===== config.mk =====
export PLATFORM = sky130hd
export DESIGN_NAME = dual_channel_14bit_pwm
export DESIGN_NICKNAME = d
export VERILOG_FILES = /design/src/hdl/pwm14_pkg.sv /design/src/hdl/dual_channel_14bit_pwm.sv
export SDC_FILE = /design/constraint.sdc
export NUM_CORES = 1
export LEC_CHECK = 0
export BUFFER_PORTS_ARGS = -buffer_cell sky130_fd_sc_hd__buf_2
export CAP_MARGIN = 10
export CELL_PAD_IN_SITES_DETAIL_PLACEMENT = 1
export CELL_PAD_IN_SITES_GLOBAL_PLACEMENT = 1
export CORE_UTILIZATION = 42
export CTS_CLUSTER_DIAMETER = 30
export DETAILED_ROUTE_END_ITERATION = 6
export PLACE_DENSITY = 0.84
export RECOVER_POWER = 100
export SETUP_SLACK_MARGIN = 0.4
export SYNTH_ARGS = -nofsm -noshare
export SYNTH_HDL_FRONTEND = slang
export SYNTH_SLANG_ARGS = --single-unit

===== constraint.sdc =====
create_clock -name clk_i -period 3.84 [get_ports clk_i]
set_clock_uncertainty 0.15 [all_clocks]
set_input_delay 0.576 -clock clk_i [delete_from_list [all_inputs] [get_ports clk_i]]
set_output_delay 0.576 -clock clk_i [all_outputs]
set_load 0.1 [all_outputs]

===== src/hdl/pwm14_pkg.sv =====
package pwm14_pkg;

   ////////////////////////////////////////////////////////////////////////////////
   // Bus map: one byte lane per aligned word.
   localparam logic [23:0] ADR_PORT0     = 24'hffffa0;
   localparam logic [23:0] ADR_PORT1     = 24'hffffa4;
   localparam logic [23:0] ADR_PORT2     = 24'hffffa8;
   localparam logic [23:0] ADR_PORT3     = 24'hffffac;

   ////////////////////////////////////////////////////////////////////////////////
   // Control byte fields.
   localparam int          CTL_TEST      = 7;
   localparam int          CTL_HALT      = 6;
   localparam int          CTL_OEB       = 3;
   localparam int          CTL_OEA       = 2;
   localparam int          CTL_INV       = 1;
   localparam int          CTL_CKS       = 0;
   localparam logic [1:0]  CTL_RSVD_RD   = 2'h3;

   ////////////////////////////////////////////////////////////////////////////////
   // Data and counter fields.
   localparam int          DAT_CFS       = 1;
   localparam int          CNT_W         = 14;
   localparam logic [13:0] CNT_RST       = 14'h0000;
   localparam logic [13:0] CNT_HALT_VAL  = 14'h0003;
   localparam logic [13:0] CNT_ONES      = 14'h3fff;
   localparam logic [14:0] DAT_RST       = 15'h0000;
   localparam logic [7:0]  BYTE_ZERO     = 8'h00;
   localparam logic [7:0]  BYTE_ONES     = 8'hff;

   ////////////////////////////////////////////////////////////////////////////////
   // Valid data ranges per base cycle.
   localparam logic [15:0] MIN_64        = 16'h0401;
   localparam logic [15:0] MAX_64        = 16'hfffd;
   localparam logic [15:0] MIN_256       = 16'h0103;

endpackage : pwm14_pkg


===== src/hdl/dual_channel_14bit_pwm.sv =====
// What this block does
// RULE1: Resolution unit is one or two clocks.
// RULE2: Base cycle is 64 or 256 units.
// RULE3: Extra pulses spread over base cycles.
// RULE4: 14-bit writable up counter, clocked per unit.
// RULE5: One counter serves both channels.
// RULE6: 12-bit use ignores top two counter bits.
// RULE7: Two 16-bit duty registers, A and B.
// RULE8: Channel A data bit zero reads one.
// RULE9: Upper 14 data bits compared with counter.
// RULE10: Out of range data holds output constant.
// RULE11: Software zeroes two low bits for 12-bit.
// RULE12: 8-bit control register, read and write.
// RULE13: 16-bit values pass an 8-bit temp.
// RULE14: 256 mode: 8 duty bits, 6 extra.
// RULE15: Extra pulse widens basic pulse one unit.
// RULE16: Control bit 7 selects test mode.
// RULE17: Control bit 6 halts counter at three.
// RULE18: Control bit 3 enables channel B pin.
// RULE19: Control bit 2 enables channel A pin.
// RULE20: Control bit 1 inverts the waveform.
// RULE21: Control bit 0 picks one or two clocks.
// RULE22: Data bit 1 picks 64 or 256 cycle.
// RULE23: Counter bit 0 steers the access window.
// RULE24: Counter wraps from all ones to zero.
// RULE25: Disabled channel drives its inactive level; the code drives the pin low even when bit 1 inverts the waveform.
`timescale 1ns/1ns
`default_nettype none

module dual_channel_14bit_pwm
   import pwm14_pkg::*;
(
   // Clock and reset.
   input  wire logic        clk_i,
   input  wire logic        rst_i,
   // Wishbone slave.
   input  wire logic        wb_cyc_i,
   input  wire logic        wb_stb_i,
   input  wire logic        wb_we_i,
   input  wire logic [23:0] wb_adr_i,
   input  wire logic [3:0]  wb_sel_i,
   input  wire logic [31:0] wb_dat_i,
   output var  logic [31:0] wb_dat_o,
   output var  logic        wb_ack_o,
   // PWM pins.
   output var  logic        pwm_a_o,
   output var  logic        pwm_b_o
);

   ////////////////////////////////////////////////////////////////////////////////
   // Pulse-division comparison, shared by both channels.
   function automatic logic chan_level(input logic [15:0] raw, input logic [13:0] cnt);
      logic [15:0] v;
      logic [13:0] d;
      logic [7:0]  rev8;
      logic [5:0]  rev6;
      logic        hit;
      logic [8:0]  thr;
      logic        lvl;
      v    = {raw[15:1], 1'b1};
      d    = raw[15:2];                                                    // RULE9
      rev8 = '0;
      rev6 = '0;
      for (int i = 0; i < 8; i++) begin
         rev8[i] = cnt[13 - i];
      end
      for (int i = 0; i < 6; i++) begin
         rev6[i] = cnt[13 - i];
      end
      // Bit reversal of the cycle index spreads the extra pulses evenly, and
      // leaves the top two counter bits meaningless when the low data bits are 0.
      if (raw[DAT_CFS]) begin                                               // RULE22
         hit = rev6 < d[5:0];                                               // RULE3 RULE6
         thr = {1'b0, d[13:6]} + {8'h00, hit};                              // RULE14 RULE15
         if (v < MIN_256) begin                                             // RULE10
            lvl = 1'b0;
         end else begin
            lvl = {1'b0, cnt[7:0]} < thr;                                   // RULE2
         end
      end else begin
         hit = rev8 < d[7:0];                                               // RULE3 RULE6
         thr = {3'b000, d[13:8]} + {8'h00, hit};                            // RULE15
         if (v < MIN_64) begin                                              // RULE10
            lvl = 1'b0;
         end else if (v > MAX_64) begin                                     // RULE10
            lvl = 1'b1;
         end else begin
            lvl = {3'b000, cnt[5:0]} < thr;                                 // RULE2
         end
      end
      return lvl;
   endfunction : chan_level

   ////////////////////////////////////////////////////////////////////////////////
   // State.
   logic [14:0] data_a_r;
   logic [14:0] data_b_r;
   logic [13:0] cnt_r;
   logic        regs_r;
   logic [7:0]  temp_r;
   logic        test_r;
   logic        halt_r;
   logic        oeb_r;
   logic        oea_r;
   logic        inv_r;
   logic        cks_r;
   logic        div_r;

   ////////////////////////////////////////////////////////////////////////////////
   // Bus decode.
   logic        req;
   logic        wr;
   logic        rd;
   logic        hit0;
   logic        hit1;
   logic        hit2;
   logic        hit3;
   logic [7:0]  wbyte;
   logic [15:0] dat_a_full;
   logic [15:0] dat_b_full;
   logic [7:0]  ctrl_byte;
   logic        cnt_wr;
   logic        cnt_en;
   logic        cnt_hold;

   assign req        = wb_cyc_i & wb_stb_i & ~wb_ack_o;
   assign wr         = req & wb_we_i & wb_sel_i[0];
   assign rd         = req & ~wb_we_i;
   assign hit0       = wb_adr_i[23:2] == ADR_PORT0[23:2];
   assign hit1       = wb_adr_i[23:2] == ADR_PORT1[23:2];
   assign hit2       = wb_adr_i[23:2] == ADR_PORT2[23:2];
   assign hit3       = wb_adr_i[23:2] == ADR_PORT3[23:2];
   assign wbyte      = wb_dat_i[7:0];
   assign dat_a_full = {data_a_r, 1'b1};                                    // RULE8
   assign dat_b_full = {data_b_r, 1'b1};
   assign ctrl_byte  = {test_r, halt_r, CTL_RSVD_RD, oeb_r, oea_r, inv_r, cks_r};
   assign cnt_wr     = wr & hit3 & regs_r;
   assign cnt_hold   = halt_r & (cnt_r == CNT_HALT_VAL);                    // RULE17
   // Test mode counts every clock, so conversion timing is deliberately wrong.
   assign cnt_en     = test_r | ~cks_r | div_r;                             // RULE1 RULE16 RULE21

   ////////////////////////////////////////////////////////////////////////////////
   // Bus handshake: one wait-free ack, dropped the cycle after.
   always_ff @(posedge clk_i) begin
      if (rst_i) begin
         wb_ack_o <= 1'b0;
      end else begin
         wb_ack_o <= req;
      end
   end

   always_ff @(posedge clk_i) begin
      if (rst_i) begin
         wb_dat_o <= '0;
      end else if (rd) begin
         wb_dat_o <= '0;
         if (hit0) begin
            wb_dat_o[7:0] <= regs_r ? ctrl_byte : dat_a_full[15:8];         // RULE12 RULE23
         end else if (hit1) begin
            wb_dat_o[7:0] <= regs_r ? BYTE_ONES : temp_r;                   // RULE13
         end else if (hit2) begin
            wb_dat_o[7:0] <= regs_r ? cnt_r[13:6] : dat_b_full[15:8];       // RULE23
         end else if (hit3) begin
            wb_dat_o[7:0] <= temp_r;                                        // RULE13
         end
      end
   end

   ////////////////////////////////////////////////////////////////////////////////
   // Temporary byte: high-byte writes park here, high-byte reads load the low byte.
   always_ff @(posedge clk_i) begin
      if (rst_i) begin
         temp_r <= BYTE_ZERO;
      end else if (wr & (hit2 | (hit0 & ~regs_r))) begin
         temp_r <= wbyte;                                                   // RULE13
      end else if (rd & hit0 & ~regs_r) begin
         temp_r <= dat_a_full[7:0];                                         // RULE13
      end else if (rd & hit2) begin
         temp_r <= regs_r ? {cnt_r[5:0], 1'b1, regs_r} : {data_b_r[6:0], regs_r};
      end
   end

   ////////////////////////////////////////////////////////////////////////////////
   // Duty registers; a low-byte write commits the whole word at once.
   always_ff @(posedge clk_i) begin
      if (rst_i) begin
         data_a_r <= DAT_RST;
      end else if (wr & hit1 & ~regs_r) begin
         data_a_r <= {temp_r, wbyte[7:1]};                                  // RULE7 RULE13
      end
   end

   always_ff @(posedge clk_i) begin
      if (rst_i) begin
         data_b_r <= DAT_RST;
      end else if (wr & hit3 & ~regs_r) begin
         data_b_r <= {temp_r, wbyte[7:1]};                                  // RULE7 RULE13
      end
   end

   // The window select bit is shared by the low bytes of data B and the counter.
   always_ff @(posedge clk_i) begin
      if (rst_i) begin
         regs_r <= 1'b0;
      end else if (wr & hit3) begin
         regs_r <= wbyte[0];                                                // RULE23
      end
   end

   ////////////////////////////////////////////////////////////////////////////////
   // Control register.
   always_ff @(posedge clk_i) begin
      if (rst_i) begin
         test_r <= 1'b0;
         halt_r <= 1'b0;
         oeb_r  <= 1'b0;
         oea_r  <= 1'b0;
         inv_r  <= 1'b0;
         cks_r  <= 1'b0;
      end else if (wr & hit0 & regs_r) begin
         test_r <= wbyte[CTL_TEST];                                         // RULE12 RULE16
         halt_r <= wbyte[CTL_HALT];                                         // RULE17
         oeb_r  <= wbyte[CTL_OEB];                                          // RULE18
         oea_r  <= wbyte[CTL_OEA];                                          // RULE19
         inv_r  <= wbyte[CTL_INV];                                          // RULE20
         cks_r  <= wbyte[CTL_CKS];                                          // RULE21
      end
   end

   ////////////////////////////////////////////////////////////////////////////////
   // Divider and time base counter; a bus write beats a count.
   always_ff @(posedge clk_i) begin
      if (rst_i) begin
         div_r <= 1'b0;
      end else begin
         div_r <= cks_r & ~div_r;                                           // RULE21
      end
   end

   always_ff @(posedge clk_i) begin
      if (rst_i) begin
         cnt_r <= CNT_RST;
      end else if (cnt_wr) begin
         cnt_r <= {temp_r, wbyte[7:2]};                                     // RULE4 RULE13
      end else if (cnt_en & ~cnt_hold) begin
         cnt_r <= cnt_r + 14'h0001;                                         // RULE4 RULE24
      end
   end

   ////////////////////////////////////////////////////////////////////////////////
   // Outputs: a disabled pin sits low whatever the phase select says.
   always_ff @(posedge clk_i) begin
      if (rst_i) begin
         pwm_a_o <= 1'b0;
         pwm_b_o <= 1'b0;
      end else begin
         pwm_a_o <= oea_r & (chan_level(dat_a_full, cnt_r) ^ inv_r);        // RULE5 RULE19 RULE20 RULE25
         pwm_b_o <= oeb_r & (chan_level(dat_b_full, cnt_r) ^ inv_r);        // RULE5 RULE18 RULE20 RULE25
      end
   end
endmodule : dual_channel_14bit_pwm

`default_nettype wire


==> flow_summary.ini <==
[pwr]
seq_power_share_pct = 38.3
p_sw_w = 0.000554
clockPowerShare_pct = 49.6
leakage_nw = 2.48
p_comb_share_pct = 12.1
ir_drop_uv = 285
p_int_w = 0.00142
pwr_density_cell_nw_per_um2 = 330
switching_share_pct = 28.1

[logic_synthesis]
synth-xor-area-share_pct = 5.74
syn-mean-instance-area_um2 = 8.39
synth-edff-count = 0
yosys_warnings = 0
dominantRegCellSynth = dfxtp_1
synth_cell_type_count = 61
seq_area_frac_synth_pct = 28.2
synthMuxAreaShare_pct = 11.6
synthAdderAreaFrac_pct = 11.7
synth-seq-cells = 71
netlist_instances = 600
synth_top_family_by_area = simple AND/OR/NAND/NOR gates
synthArstFlopShare_pct = 0
synth-simple-area-share_pct = 23.3
synth-compound-area-share_pct = 11.3
syn_area_um2 = 5030

[sta]
post-route-period-util_pct = 98.5
slew_headroom_pct = -63.4
worst_pin_slew_ns = 2.45
slew_violations = 58
fmax_mhz = 264
setup_viol = 0
fin_crit_ns = 3.78
hold_slack_ns = 0.276
grt_setup_unrepaired = true
hold_viol_final = 0

[critical_path]
crit_path_start_kind = register
worst_setup_path_end_kind = register
crit_type = register to register
critPathArrivalTime_ns = 3.88
worst_ep_required_time_ns = 3.93
critical_path_peak_fanout = 5

[drt]
drc_errors = 3
firstDrtPassIters = 7
first_iter_violations = 348
ant_nets = 0
wl_per_cell_um = 22.1
routed-via-count = 4782
wirelength_um = 17600
vias_per_cell = 6.01

[cts]
clock_sinks = 71
cts_tree = built
h-tree-depth = 3
clock_latency_ns = 0.35
cts.clk_slew.worst_paths_ns = 0.06
clockBufferDepth = 2
numCtsBuffers = 9
cts-root-buf = clkbuf_16

[grt]
antenna_found_initial = 0
met2_usage_pct = 50.1
grt.met1_usage_pct = 33.1
grt_pass1_wl_um = 27500
grt_usage_pct = 29.1
grt_max_degree = 58
grt_overflow = 0
grt_util_met3_pct = 6.70
grt_pass1_vias = 5098
top_usage_layer = met2

[cells_and_area]
drive_above_1_share_pct = 19.8
final_cells = 796
syn2layout_area_growth_pct = 19.0
nets = 760
antenna-diode-count = 0

[place]
dp_cells = 770
io_buffers = 46
place.gp.congestion = 0.930
post-dp-hpwl_um = 11800

[die]
dieWidth_um = 111
core-area_um2 = 11600
die_h_um = 111
rows = 39
start_util_pct = 43.5
ioPinCount = 100
die_area_um2 = 12400

[status]
violations = DRC, capacitance limit, slew limit
status = finished with violations

[run]
cap_violations = 1

[min_path]
hold_path_class = register to register
## per-stage QoR
stage / TNS, ns / utilization [%] / total power [W] / cell area, µm² / worst slack (ns)
floorplan: 0 / - / 0.000976 / 5130 / 0.413
global placement: 0 / 46.0 / 0.00100 / 5330 / 0.0513
detailed placement: -0.133 / 46.0 / 0.00101 / 5330 / -0.0959
CTS: 0 / 51.2 / 0.00199 / 5920 / 0.176
global route: -0.112 / 51.8 / 0.00202 / 5990 / -0.112
finish: 0 / 51.8 / 0.00197 / 5990 / 0.0574
## routing by layer
metal	vias to the layer above	part of all wire, %
met1	2354	39
met4	0	5.0
li1	2195	-
met2	158	51
met3	75	5.6
met5	-	0
## flip-flops by register name (all words and copies together) (netlist names), 8 cells and up
register  count
wb_dat_o      8
cnt_r        14
data_b_r     15
data_a_r     15
temp_r        8
## cell type report
| class | instances | area [µm²] |
|---|---|---|
| Fill cell | 1372 | 5570 |
| Clock inverter | 6 | 109 |
| Inverter | 24 | 90.1 |
| Clock buffer | 10 | 229 |
| Multi-Input combinational cell | 472 | 3560 |
| Sequential cell | 71 | 1430 |
| Tap cell | 143 | 179 |
| Timing Repair Buffer | 70 | 390 |
## placed cells by master, fill, tap and decap left out, types with 7 or more instances in the layout
cell       instances
conb_1            24
xor2_1            12
buf_4             23
nand2_1           24
dfxtp_1           65
ha_1              38
a21oi_1            7
nor3_1            21
nand3_1           21
clkbuf_1          15
mux2i_1           40
a211oi_1          10
clkbuf_16          9
nor2_1            91
xnor2_1           19
buf_2             33
nand4_1           16
nand2b_1           8
inv_1             23
o21ai_0           21
## power by group through the flow
stage                     registers [W]  clock network (W)  logic (W)
final                          0.000757           0.000979   0.000239
after floorplan                0.000798                  0   0.000178
after global placement         0.000772                  0   0.000229
after detailed placement       0.000773                  0   0.000236
after CTS                      0.000757           0.000994   0.000239
after global routing           0.000757            0.00102   0.000251
## synthesized netlist by cell type, drive strengths merged (4+ instances only)
cell type | n | area share [%]
and3 | 7 | 0.87
nand3 | 27 | 2.8
nand4 | 16 | 2.0
mux2 | 4 | 0.89
dfxtp | 71 | 28
xnor2 | 21 | 3.7
a21oi | 12 | 1.2
mux2i | 40 | 8.0
nor2 | 96 | 7.2
nor3b | 5 | 0.75
nor2b | 6 | 0.75
o21bai | 6 | 0.89
a311oi | 6 | 1.0
inv | 24 | 1.8
o21ai | 25 | 2.5
nor3 | 22 | 2.2
nand2b | 8 | 0.99
clkbuf | 23 | 1.7
ha | 47 | 12
nand2 | 24 | 1.8
buf | 33 | 4.6
mux4 | 6 | 2.8
a211oi | 11 | 1.7
xor2 | 12 | 2.1
o22ai | 6 | 0.75
## cell families (layout without fill, tap and decap cells)
family / count (synthesis) / after routing
and+or+nand+nor: 235 / 235
muxes: 50 / 50
other: 1 / 24
xor gates and xnor gates: 33 / 33
DFF: 71 / 71
AOI/OAI and AO/OA: 83 / 83
buffers and inverters: 80 / 110
adders and majority gates: 47 / 47
## final timing paths
check	slack, ns	cells past startpoint	endpoint	startpoint
worst max register to register	0.06	15	pwm_a_o$_SDFF_PP0_	cnt_r[6]$_SDFFE_PP0P_
worst min register to register	0.28	1	div_r$_SDFF_PP0_	div_r$_SDFF_PP0_
worst min-delay path	0.28	1	div_r$_SDFF_PP0_	div_r$_SDFF_PP0_
worst max-delay path	0.06	15	pwm_a_o$_SDFF_PP0_	cnt_r[6]$_SDFFE_PP0P_
## worst max-delay path, cell delays in order (launching register included)
cell      delay (ns)
dfxtp_1         0.61
ha_1            0.37
nor2_1          0.09
nor2_1          0.28
o41ai_4         0.13
ha_2            0.22
ha_4            0.17
buf_4           0.13
xnor2_1         0.12
ha_1            0.32
nand2_1         0.05
o21ai_0         0.32
a41oi_2         0.17
nor2_2          0.17
nand3_1         0.13
and4bb_1        0.23
## what timing repair did
item | in CTS | in global routing
hold buffers | 0 | 0
setup buffers | 8 | 2
pin swaps | 35 | 21
endpoints found under the setup margin | 2 | 2
gates resized for setup | 42 | 16
(Power assumes the default switching activity.)
